--- config.mk ---
export PLATFORM = sky130hd
export DESIGN_NAME = asrb_bank
export DESIGN_NICKNAME = d
export VERILOG_FILES = /design/src/verilog/asrb_pkg.sv /design/src/verilog/asrb_bank.sv
export VERILOG_INCLUDE_DIRS = /design/src /design/src/verilog
export SDC_FILE = /design/constraint.sdc
export NUM_CORES = 1
export LEC_CHECK = 0
export BUFFER_PORTS_ARGS = -buffer_cell sky130_fd_sc_hd__buf_4
export CAP_MARGIN = 20
export CORE_ASPECT_RATIO = 0.5
export CORE_MARGIN = 3
export CORE_UTILIZATION = 51
export DETAILED_ROUTE_END_ITERATION = 10
export PLACE_DENSITY = 0.77
export SYNTH_ARGS = -nofsm -noshare
export SYNTH_HDL_FRONTEND = slang
export SYNTH_SLANG_ARGS = --single-unit
--- constraint.sdc ---
create_clock -name clk_sys_in -period 2.19 [get_ports clk_sys_in]
set_input_delay 0.3285 -clock clk_sys_in [delete_from_list [all_inputs] [get_ports clk_sys_in]]
set_output_delay 0.3285 -clock clk_sys_in [all_outputs]
set_load 0.05 [all_outputs]
--- src/verilog/asrb_defs.svh ---
`ifndef ASRB_DEFS_SVH
`define ASRB_DEFS_SVH
`define ASRB_OFF_WR_CTL 6'h08
`define ASRB_OFF_RD_PTR 6'h0a
`define ASRB_OFF_RD_CTL 6'h0c
`define ASRB_OFF_RD_UPPER 6'h0e
`define ASRB_OFF_RD_LOWER 6'h10
`define ASRB_OFF_CMD 6'h1e
`define ASRB_OFF_POS 6'h20
`define ASRB_OFF_COND 6'h22
`define ASRB_OFF_FAULT 6'h24
`define ASRB_OFF_WARN 6'h26
`define ASRB_GO_BIT 15
`define ASRB_BUSY_BIT 8
`define ASRB_CLS_BIT 10
`define ASRB_CLW_BIT 9
`define ASRB_CLE_BIT 8
`define ASRB_TAG_COND 4'h8
`define ASRB_TAG_FAULT 4'ha
`define ASRB_TAG_WARN 4'hb
`define ASRB_KEY_NVM 8'ha5
`define ASRB_KEY_HRST 8'h5a
`define ASRB_KEY_TURNS 8'h46
`define ASRB_KEY_TEST 8'hb9
`define ASRB_ACT_MLOW 4'h1
`define ASRB_ACT_MHIGH 4'h2
`define ASRB_ACT_TURNS 4'h4
`define ASRB_ACT_RELOAD 4'h5
`define ASRB_ACT_HRST 4'h7
`define ASRB_ACT_AFE 4'h9
`define ASRB_ACT_LOGIC_BUILTIN_SELFTEST 4'ha
`define ASRB_ACT_BOTH 4'hb
`define ASRB_NVM_LAST 8'h1f
`define ASRB_SHD_FIRST 8'h40
`define ASRB_SHD_LAST 8'h5f
`define ASRB_FAULT_RESET 12'h001
`define ASRB_F_WAR 11
`define ASRB_F_UVD 3
`define ASRB_F_UVA 2
`define ASRB_F_RST 0
`define ASRB_W_XEE 7
`define ASRB_W_BSY 2
`define ASRB_CLK_PS 5000
`define ASRB_NVM_RD_NS 2000
`define ASRB_FRAME_BITS 16
`endif

--- src/verilog/asrb_pkg.sv ---
`default_nettype none
package asrb_pkg;
  typedef enum logic [1:0] {ASRB_RD_IDLE, ASRB_RD_NVM, ASRB_RD_SHD} asrb_rd_type;
  typedef struct packed {
    logic [2:0] sck_s;
    logic [2:0] cs_s;
    logic [2:0] mosi_s;
    logic sck_f;
    logic cs_f;
    logic mosi_f;
    logic [4:0] bit_cnt;
    logic [15:0] rx;
    logic [15:0] tx;
    logic miso;
    logic miso_oe;
    logic [5:0] rd_ptr;
    logic [7:0] ra;
    asrb_rd_type rd_st;
    logic rd_done;
    logic [8:0] rd_cnt;
    logic [15:0] rd_hi;
    logic [15:0] rd_lo;
    logic wr_busy;
    logic wr_done;
    logic wr_start;
    logic [3:0] act_sel;
    logic [1:0] margin;
    logic turns_p;
    logic hard_p;
    logic reload_p;
    logic afe_p;
    logic lb_p;
    logic afe_run;
    logic lb_run;
    logic tests_on;
    logic sp_done;
    logic boot_done;
    logic [11:0] fault;
    logic [11:0] fsnap;
    logic [11:0] warn;
    logic [11:0] wsnap;
  } asrb_state_type;
endpackage
`default_nettype wire

--- src/verilog/asrb_bank.sv ---
// Function
// - read_go starts read, reads back zero
// - decode nonvolatile and shadow read addresses
// - result as two read-only halves
// - busy bits high while access pending
// - action_select plus trigger key, clears after except for margin
// - margin and reload need unlock, key a5
// - turns reset key 46, no unlock
// - hard reset needs unlock, key conflict
// - self-tests start with key b9
// - clear_status_done clears special and boot done
// - clear_cautions clears warnings seen at read
// - clear_faults clears faults seen at read
// - bit 15 zero, fault_summary from unmasked
// - undervoltage_flag is masked real-time OR
// - odd parity over angle word
// - low twelve bits carry angle
// - register_tag codes on status and faults
// - special_done clears on trigger, sets done
// - boot and self-test status bits
// - angle_valid and rotation direction bits
// - fault bits latch until read, cleared
// - reset bit on hard reset, uv re-sets
// - write_go starts write, reads back zero
// - locked access terminates with done, warning
// - overlapping access raises overlap warning
`timescale 1ns/1ps
`default_nettype none
`include "asrb_defs.svh"
module asrb_bank import asrb_pkg::*; (
  input wire logic clk_sys_in,
  input wire logic arst_n_in,
  input wire logic ce_in,
  input wire logic spi_sclk_in,
  input wire logic spi_cs_n_in,
  input wire logic spi_mosi_in,
  output logic spi_miso_out,
  output logic spi_miso_oe_out,
  input wire logic [11:0] angle_in,
  input wire logic uv_supply_in,
  input wire logic uv_reg_in,
  input wire logic uv_supply_mask_in,
  input wire logic uv_reg_mask_in,
  input wire logic [11:0] fault_event_in,
  input wire logic [11:0] fault_mask_in,
  input wire logic [11:0] warn_event_in,
  input wire logic [11:0] warn_mask_in,
  input wire logic unlocked_in,
  input wire logic loop_locked_in,
  input wire logic boot_busy_in,
  input wire logic boot_complete_in,
  input wire logic rot_dir_in,
  input wire logic [31:0] nvm_data_in,
  input wire logic [31:0] shadow_data_in,
  input wire logic ext_write_done_in,
  input wire logic afe_test_done_in,
  input wire logic logic_builtin_selftest_done_in,
  output logic [7:0] ext_read_addr_out,
  output logic ext_write_start_out,
  output logic [1:0] margin_out,
  output logic turns_reset_out,
  output logic hard_reset_out,
  output logic nvm_reload_out,
  output logic afe_test_start_out,
  output logic logic_builtin_selftest_start_out
);
  localparam int NVM_CYC = (`ASRB_NVM_RD_NS * 1000 + `ASRB_CLK_PS - 1) / `ASRB_CLK_PS;

  asrb_state_type r;
  asrb_state_type n;
  logic sck_rise;
  logic sck_fall;
  logic cs_fall;
  logic cs_rise;
  logic frame_ok;
  logic [5:0] wa;
  logic [5:0] ww;
  logic [7:0] wd;
  logic key_wr;
  logic key_ok;
  logic cls_now;
  logic clw_now;
  logic cle_now;
  logic rgo;
  logic wgo;
  logic rd_busy;
  logic fsum;
  logic uvf;
  logic angle_valid;
  logic [15:0] ang_word;
  logic [15:0] rword;
  logic [11:0] fset;
  logic [11:0] wset;

  always_comb begin
    rd_busy = r.rd_st != ASRB_RD_IDLE;
    fsum = |(r.fault & ~fault_mask_in) | |(r.warn & ~warn_mask_in);
    uvf = (uv_supply_in & ~uv_supply_mask_in) | (uv_reg_in & ~uv_reg_mask_in);
    // bit 15 zero, parity makes the word odd
    ang_word = {1'b0, fsum, uvf, ~^{fsum, uvf, angle_in}, angle_in};
    angle_valid = loop_locked_in & ~boot_busy_in;
    case (r.rd_ptr)
      `ASRB_OFF_RD_PTR: rword = {8'h00, r.ra};
      `ASRB_OFF_RD_CTL: rword = {7'h00, rd_busy, 7'h00, r.rd_done};
      `ASRB_OFF_WR_CTL: rword = {7'h00, r.wr_busy, 7'h00, r.wr_done};
      `ASRB_OFF_RD_UPPER: rword = r.rd_hi;
      `ASRB_OFF_RD_LOWER: rword = r.rd_lo;
      `ASRB_OFF_CMD: rword = {r.act_sel, 12'h000};
      `ASRB_OFF_POS: rword = ang_word;
      `ASRB_OFF_COND: begin
        rword = {`ASRB_TAG_COND, 4'h0, rot_dir_in, 1'b0, r.sp_done, r.boot_done,
          r.lb_run, r.afe_run, boot_busy_in, angle_valid};
      end
      `ASRB_OFF_FAULT: rword = {`ASRB_TAG_FAULT, r.fault};
      `ASRB_OFF_WARN: rword = {`ASRB_TAG_WARN, r.warn};
      default: rword = 16'h0000;
    endcase
  end

  always_comb begin
    n = r;
    sck_rise = 1'b0;
    sck_fall = 1'b0;
    cs_fall = 1'b0;
    cs_rise = 1'b0;
    frame_ok = 1'b0;
    wa = r.rx[13:8];
    ww = {r.rx[13:9], 1'b0};
    wd = r.rx[7:0];
    key_wr = 1'b0;
    key_ok = 1'b0;
    cls_now = 1'b0;
    clw_now = 1'b0;
    cle_now = 1'b0;
    rgo = 1'b0;
    wgo = 1'b0;
    fset = fault_event_in;
    wset = warn_event_in;
    n.turns_p = 1'b0;
    n.hard_p = 1'b0;
    n.reload_p = 1'b0;
    n.afe_p = 1'b0;
    n.lb_p = 1'b0;
    n.wr_start = 1'b0;
    // pins cross in three stages, a level counts once stages two and three agree
    n.sck_s = {r.sck_s[1:0], spi_sclk_in};
    n.cs_s = {r.cs_s[1:0], spi_cs_n_in};
    n.mosi_s = {r.mosi_s[1:0], spi_mosi_in};
    if (r.sck_s[1] == r.sck_s[2]) begin
      n.sck_f = r.sck_s[2];
    end
    if (r.cs_s[1] == r.cs_s[2]) begin
      n.cs_f = r.cs_s[2];
    end
    if (r.mosi_s[1] == r.mosi_s[2]) begin
      n.mosi_f = r.mosi_s[2];
    end
    sck_rise = n.sck_f & ~r.sck_f;
    sck_fall = ~n.sck_f & r.sck_f;
    cs_fall = ~n.cs_f & r.cs_f;
    cs_rise = n.cs_f & ~r.cs_f;
    n.miso_oe = ~n.cs_f;
    if (cs_fall) begin
      n.bit_cnt = 5'h00;
      n.miso = rword[15];
      n.tx = {rword[14:0], 1'b0};
      if (r.rd_ptr == `ASRB_OFF_FAULT) begin
        n.fsnap = r.fault;
      end
      if (r.rd_ptr == `ASRB_OFF_WARN) begin
        n.wsnap = r.warn;
      end
    end else if (!r.cs_f) begin
      if (sck_rise) begin
        n.rx = {r.rx[14:0], r.mosi_f};
        if (r.bit_cnt != 5'h1f) begin
          n.bit_cnt = r.bit_cnt + 5'h01;
        end
      end
      if (sck_fall) begin
        n.miso = r.tx[15];
        n.tx = {r.tx[14:0], 1'b0};
      end
    end
    // short, long or bit-15 frames are dropped whole
    frame_ok = cs_rise && r.bit_cnt == 5'(`ASRB_FRAME_BITS) && !r.rx[15];
    if (frame_ok && !r.rx[14]) begin
      n.rd_ptr = ww;
    end
    if (frame_ok && r.rx[14]) begin
      if (ww == `ASRB_OFF_RD_PTR && wa[0]) begin
        n.ra = wd;
      end
      if (ww == `ASRB_OFF_RD_CTL && !wa[0]) begin
        rgo = wd[`ASRB_GO_BIT-8];
      end
      if (ww == `ASRB_OFF_WR_CTL && !wa[0]) begin
        wgo = wd[`ASRB_GO_BIT-8];
      end
      if (ww == `ASRB_OFF_CMD && !wa[0]) begin
        n.act_sel = wd[7:4];
        cls_now = wd[`ASRB_CLS_BIT-8];
        clw_now = wd[`ASRB_CLW_BIT-8];
        cle_now = wd[`ASRB_CLE_BIT-8];
        if (wd[7:4] != `ASRB_ACT_MLOW && wd[7:4] != `ASRB_ACT_MHIGH) begin
          n.margin = 2'h0;
        end
      end
      if (ww == `ASRB_OFF_CMD && wa[0]) begin
        key_wr = 1'b1;
      end
    end

    // extended read
    if (rgo) begin
      if (rd_busy || r.wr_busy) begin
        wset[`ASRB_W_BSY] = 1'b1;
      end
      n.rd_done = 1'b0;
      if (r.ra <= `ASRB_NVM_LAST) begin
        n.rd_st = ASRB_RD_NVM;
        n.rd_cnt = 9'(NVM_CYC - 1);
      end else if (r.ra >= `ASRB_SHD_FIRST && r.ra <= `ASRB_SHD_LAST) begin
        n.rd_st = ASRB_RD_SHD;
        n.rd_cnt = 9'h000;
      end else begin
        n.rd_st = ASRB_RD_IDLE;
        n.rd_done = 1'b1;
        wset[`ASRB_W_XEE] = 1'b1;
      end
    end else if (rd_busy) begin
      if (r.rd_cnt == 9'h000) begin
        n.rd_st = ASRB_RD_IDLE;
        n.rd_done = 1'b1;
        // both halves move together with done
        if (r.rd_st == ASRB_RD_NVM) begin
          n.rd_hi = nvm_data_in[31:16];
          n.rd_lo = nvm_data_in[15:0];
        end else begin
          n.rd_hi = shadow_data_in[31:16];
          n.rd_lo = shadow_data_in[15:0];
        end
      end else begin
        n.rd_cnt = r.rd_cnt - 9'h001;
      end
    end

    // extended write: only the busy and done handshake lives here
    if (wgo) begin
      if (rd_busy || r.wr_busy) begin
        wset[`ASRB_W_BSY] = 1'b1;
      end
      if (!unlocked_in) begin
        n.wr_busy = 1'b0;
        n.wr_done = 1'b1;
        wset[`ASRB_W_XEE] = 1'b1;
      end else begin
        n.wr_busy = 1'b1;
        n.wr_done = 1'b0;
        n.wr_start = 1'b1;
      end
    end else if (r.wr_busy && ext_write_done_in) begin
      n.wr_busy = 1'b0;
      n.wr_done = 1'b1;
    end

    // special actions
    unique case (r.act_sel)
      `ASRB_ACT_MLOW, `ASRB_ACT_MHIGH, `ASRB_ACT_RELOAD: begin
        key_ok = key_wr && wd == `ASRB_KEY_NVM && unlocked_in;
      end
      `ASRB_ACT_HRST: begin
        // both documented keys are accepted
        key_ok = key_wr && unlocked_in && (wd == `ASRB_KEY_HRST || wd == `ASRB_KEY_NVM);
      end
      `ASRB_ACT_TURNS: key_ok = key_wr && wd == `ASRB_KEY_TURNS;
      `ASRB_ACT_AFE, `ASRB_ACT_LOGIC_BUILTIN_SELFTEST, `ASRB_ACT_BOTH: begin
        key_ok = key_wr && wd == `ASRB_KEY_TEST;
      end
      default: key_ok = 1'b0;
    endcase
    if (key_ok) begin
      n.sp_done = 1'b0;
      unique case (r.act_sel)
        `ASRB_ACT_MLOW, `ASRB_ACT_MHIGH: begin
          n.margin = r.act_sel[1:0];
          n.sp_done = 1'b1;
        end
        `ASRB_ACT_TURNS: n.turns_p = 1'b1;
        `ASRB_ACT_RELOAD: n.reload_p = 1'b1;
        `ASRB_ACT_HRST: n.hard_p = 1'b1;
        default: begin
          n.afe_p = r.act_sel[0];
          n.lb_p = r.act_sel[1];
          n.afe_run = r.act_sel[0];
          n.lb_run = r.act_sel[1];
          n.tests_on = 1'b1;
        end
      endcase
      if (r.act_sel != `ASRB_ACT_MLOW && r.act_sel != `ASRB_ACT_MHIGH && !n.tests_on) begin
        n.act_sel = 4'h0;
        n.sp_done = 1'b1;
      end
    end
    if (afe_test_done_in) begin
      n.afe_run = 1'b0;
    end
    if (logic_builtin_selftest_done_in) begin
      n.lb_run = 1'b0;
    end

    // clear first, so a completion in the same cycle wins
    if (cls_now) begin
      n.sp_done = 1'b0;
      n.boot_done = 1'b0;
    end
    if (r.tests_on && !n.afe_run && !n.lb_run) begin
      n.tests_on = 1'b0;
      n.act_sel = 4'h0;
      n.sp_done = 1'b1;
    end
    if (boot_complete_in) begin
      n.boot_done = 1'b1;
    end

    // fault and warning latches; set beats clear
    fset[`ASRB_F_WAR] = |(r.warn & ~warn_mask_in);
    fset[`ASRB_F_UVD] = uv_supply_in;
    fset[`ASRB_F_UVA] = uv_reg_in;
    fset[`ASRB_F_RST] = r.hard_p;
    n.fault = (r.fault & ~(cle_now ? r.fsnap : 12'h000)) | fset;
    n.warn = (r.warn & ~(clw_now ? r.wsnap : 12'h000)) | wset;
  end

  always_ff @(posedge clk_sys_in or negedge arst_n_in) begin
    if (!arst_n_in) begin
      r <= '0;
      r.sck_s <= 3'h7;
      r.cs_s <= 3'h7;
      r.sck_f <= 1'b1;
      r.cs_f <= 1'b1;
      r.fault <= `ASRB_FAULT_RESET;
    end else if (ce_in) begin
      r <= n;
    end
  end

  assign spi_miso_out = r.miso;
  assign spi_miso_oe_out = r.miso_oe;
  assign ext_read_addr_out = r.ra;
  assign ext_write_start_out = r.wr_start;
  assign margin_out = r.margin;
  assign turns_reset_out = r.turns_p;
  assign hard_reset_out = r.hard_p;
  assign nvm_reload_out = r.reload_p;
  assign afe_test_start_out = r.afe_p;
  assign logic_builtin_selftest_start_out = r.lb_p;
endmodule
`default_nettype wire

==> run metrics <==
Tot Pwr 7.94 mW; Final GP Congestion ~0.9; distinct cell type count of the synthesized netlist 66; Clk pin slew, worst setup/hold paths 0.07 ns; CTS Sinks 174; Switch Pwr between 2 and 2.5 mW; CORE AREA 0.0166 sq mm; Seq pwr share 0.434; pwr dens 677 mW/mm^2; Routed Antenna Nets 0; combinational share of power 0.127; post-synthesis sequential area ratio 0.496; H-tree levels 4; Mapped Area 0.00881 sq mm; fmax 424 MHz; non-filler cells, final 1303; Int Pwr 5.91 mW; Setup WS post-layout -0.170 ns; fin crit period approximately 2.4 ns; Final period util 1.08; Final Max Tran Viols 0; status finished with violations; Routed WL 27200 um; placed insts 1258; nets@finish between 1k and 1.5k; Post-synth EDFFs 0; Mean Syn Cell Area 10.3 sq um; critical path class reg -> reg; synthesis warning total 0; maximum VDD drop 0.556 mV; Post-synth ARST share 1.00; Final Hold Fails 0; IO buf count 155; Switching Share 0.256; GRT Total Usage 0.277; DP Wirelength between 15000 and 20000 um; area grow syn2layout 33.1%; Syn Inst Count 855; Iter 0 DRT Violations 698; top_reg_cell synth dfrtp_1; crit path launch type flip-flop; DR DRC count 0; largest net degree at the start of global routing 65; Top delay family on crit path compound AO/OA/AOI/OAI gates; layout cells sized above 1 0.365; worst slew pin tran 0.679 ns; Static Leak about 5.2 nW; CTS Root Cell clkbuf_16; worst-skew pair later-pin latency roughly 0.44 ns; vias in the first global route 7591; commonest non-fill, non-tap cells in the layout buf_4, dfrtp_1, nand2_1; DRT Pass-1 Iters 6; failing checks negative setup slack; unrepaired setup endpoints after global routing yes; first-pass GRT wire length about 41000 um; die extent in y 98.9 um; grt ovf 0; initial antenna violation count 0; die width 192 um; max_cap viols 0; CP Capture Type flip-flop; dpl ws -0.131 ns; Bufs and invs on worst path 0; I/O Pins 160; data arrival time of the critical path 2.68 ns; commonest non-fill, non-tap cell in the layout buf_4; power share of the clock group 0.439; crit-path cells and4b_1 -> nand4_1 -> a211o_1 -> a211oi_4 -> mux2i_2 -> o21ai_2 -> a22o_1; worst hold-check path type in -> reg; Max stage delay cell, worst path dfrtp_1; Cell Rows 33; CP required 2.51 ns; vias per cell 5.97; via count 7778; crit path max fanout 6; CTS tree built; syn nets 1001; starting density of the core 0.529; clock skew 0.0146 ns; clk buf depth 2; FF+latch count, synth 174; setup violators final 9; diode count 0; Routed WL per cell ~21 um; CTS Buf Count 17; slowest stage delay, CP approximately 0.44 ns; Die ar. 0.0190 sq mm; Rel. slew slack 0.545
==> power by group through the flow <==
| stage | clock, mW | sequential (mW) | combinational (mW) |
|---|---|---|---|
| after detailed placement | 0 | 3.49 | 0.957 |
| after global routing | 3.62 | 3.46 | 1.10 |
| after global placement | 0 | 3.49 | 0.933 |
| after floorplan | 0 | 3.50 | 0.386 |
| after CTS | 3.48 | 3.44 | 0.975 |
| final | 3.48 | 3.45 | 1.01 |
==> Yosys cell counts, types with 4 or more instances <==
cell type	count	area share
buf_4	13	0.011
clkbuf_1	32	0.014
dfrtp_1	165	0.47
xnor2_1	18	0.018
nor3b_1	6	0.0051
inv_1	29	0.012
ha_1	4	0.0057
o31ai_1	4	0.0034
a222oi_1	9	0.010
nor2_1	31	0.013
nor4b_1	4	0.0040
a22oi_1	25	0.021
a211oi_1	4	0.0034
nand3_1	13	0.0074
a22o_1	33	0.033
mux2i_1	33	0.038
nand2_1	101	0.043
and3_1	6	0.0043
nand4_1	6	0.0043
buf_2	8	0.0045
nor3_1	8	0.0045
a2111oi_0	8	0.0080
nor2b_1	26	0.018
o21ai_0	81	0.046
dfstp_2	9	0.027
mux2_2	59	0.075
a31oi_1	13	0.0092
a21oi_1	39	0.022
==> final timing paths <==
kind	depth (start not counted)	from	slack, ns	endpoint
min	2	afe_test_done_in	0.09	r[52]$_DFFE_PN0P_
max	7	r[63]$_DFFE_PN0P_	-0.17	r[61]$_DFFE_PN0P_
max reg2reg	7	r[63]$_DFFE_PN0P_	-0.17	r[61]$_DFFE_PN0P_
max in group asynchronous	3	arst_n_in	1.07	r[144]$_DFFE_PN0P_
min reg2reg	2	r[139]$_DFFE_PN0P_	0.49	r[139]$_DFFE_PN0P_
min in group asynchronous	2	arst_n_in	0.38	r[99]$_DFFE_PN0P_
==> what timing repair did <==
action                                  4_1_cts  5_1_grt
cloned                                        0        6
endpoints found under the setup margin       45      100
resized for setup                            14       41
hold endpoints to repair                     38        0
buffers inserted                              3        6
hold buffers                                  1        0
pin swaps                                     4        9
==> metal layers <==
metal  global-route usage  wire, um  up-vias
li1                     -         -     3517
met1                0.394     11500     3825
met2                0.447     12900      376
met3               0.0476      2170       60
met4               0.0642       624        0
met5                    0         0        -
==> kinds of logic (layout without fill, tap and decap cells) <==
| logic type | count (synthesis) | in the layout | share of synthesized area |
|---|---|---|---|
| simple gates | 235 | 235 | 0.139 |
| fa+ha+maj | 4 | 4 | 0.00568 |
| compound gates | 242 | 242 | 0.182 |
| mux | 92 | 92 | 0.113 |
| xor+xnor | 20 | 20 | 0.0199 |
| buf+inv | 88 | 309 | 0.0452 |
| flops | 174 | 174 | 0.496 |
==> cell type report <==
| cell class | instances | area, sq um |
|---|---|---|
| well taps | 227 | 284 |
| clock inverters | 14 | 229 |
| multi-input cells | 593 | 4270 |
| flip-flops and latches | 174 | 4370 |
| repair buffers | 247 | 2020 |
| inverters | 30 | 113 |
| fillers | 1203 | 4920 |
| clock buffers | 18 | 439 |
==> worst register-to-register path, cell delays in order (launching register included) <==
cell      delay (ns)
dfrtp_1         0.44
and4b_1         0.31
nand4_1         0.14
a211o_1         0.38
a211oi_4        0.31
mux2i_2         0.34
o21ai_2         0.13
a22o_1          0.20
==> registers in the layout, indices dropped and copies added, names as in the netlist <==
register and flops:
nvm_reload_out 1, r 150, logic_builtin_selftest_start_out 1, n 6, afe_test_start_out 1, ext_write_start_out 1, margin_out 2, spi_miso_out 1
turns_reset_out 1, hard_reset_out 1, spi_miso_oe_out 1, ext_read_addr_out 8
==> stage by stage <==
stage	util	TNS, ns	cell area [sq um]	hold WS (ns)
after global placement	0.642	-0.226	10700	0.277
after CTS	0.689	-0.913	11500	0.0909
after detailed placement	0.642	-1.02	10700	0.283
after global routing	0.704	-2.51	11700	0.0909
final	0.704	-0.926	11700	0.0929
after floorplan	-	-0.493	8830	0.0329
No activity file was read; power rests on OpenSTA's default activity.
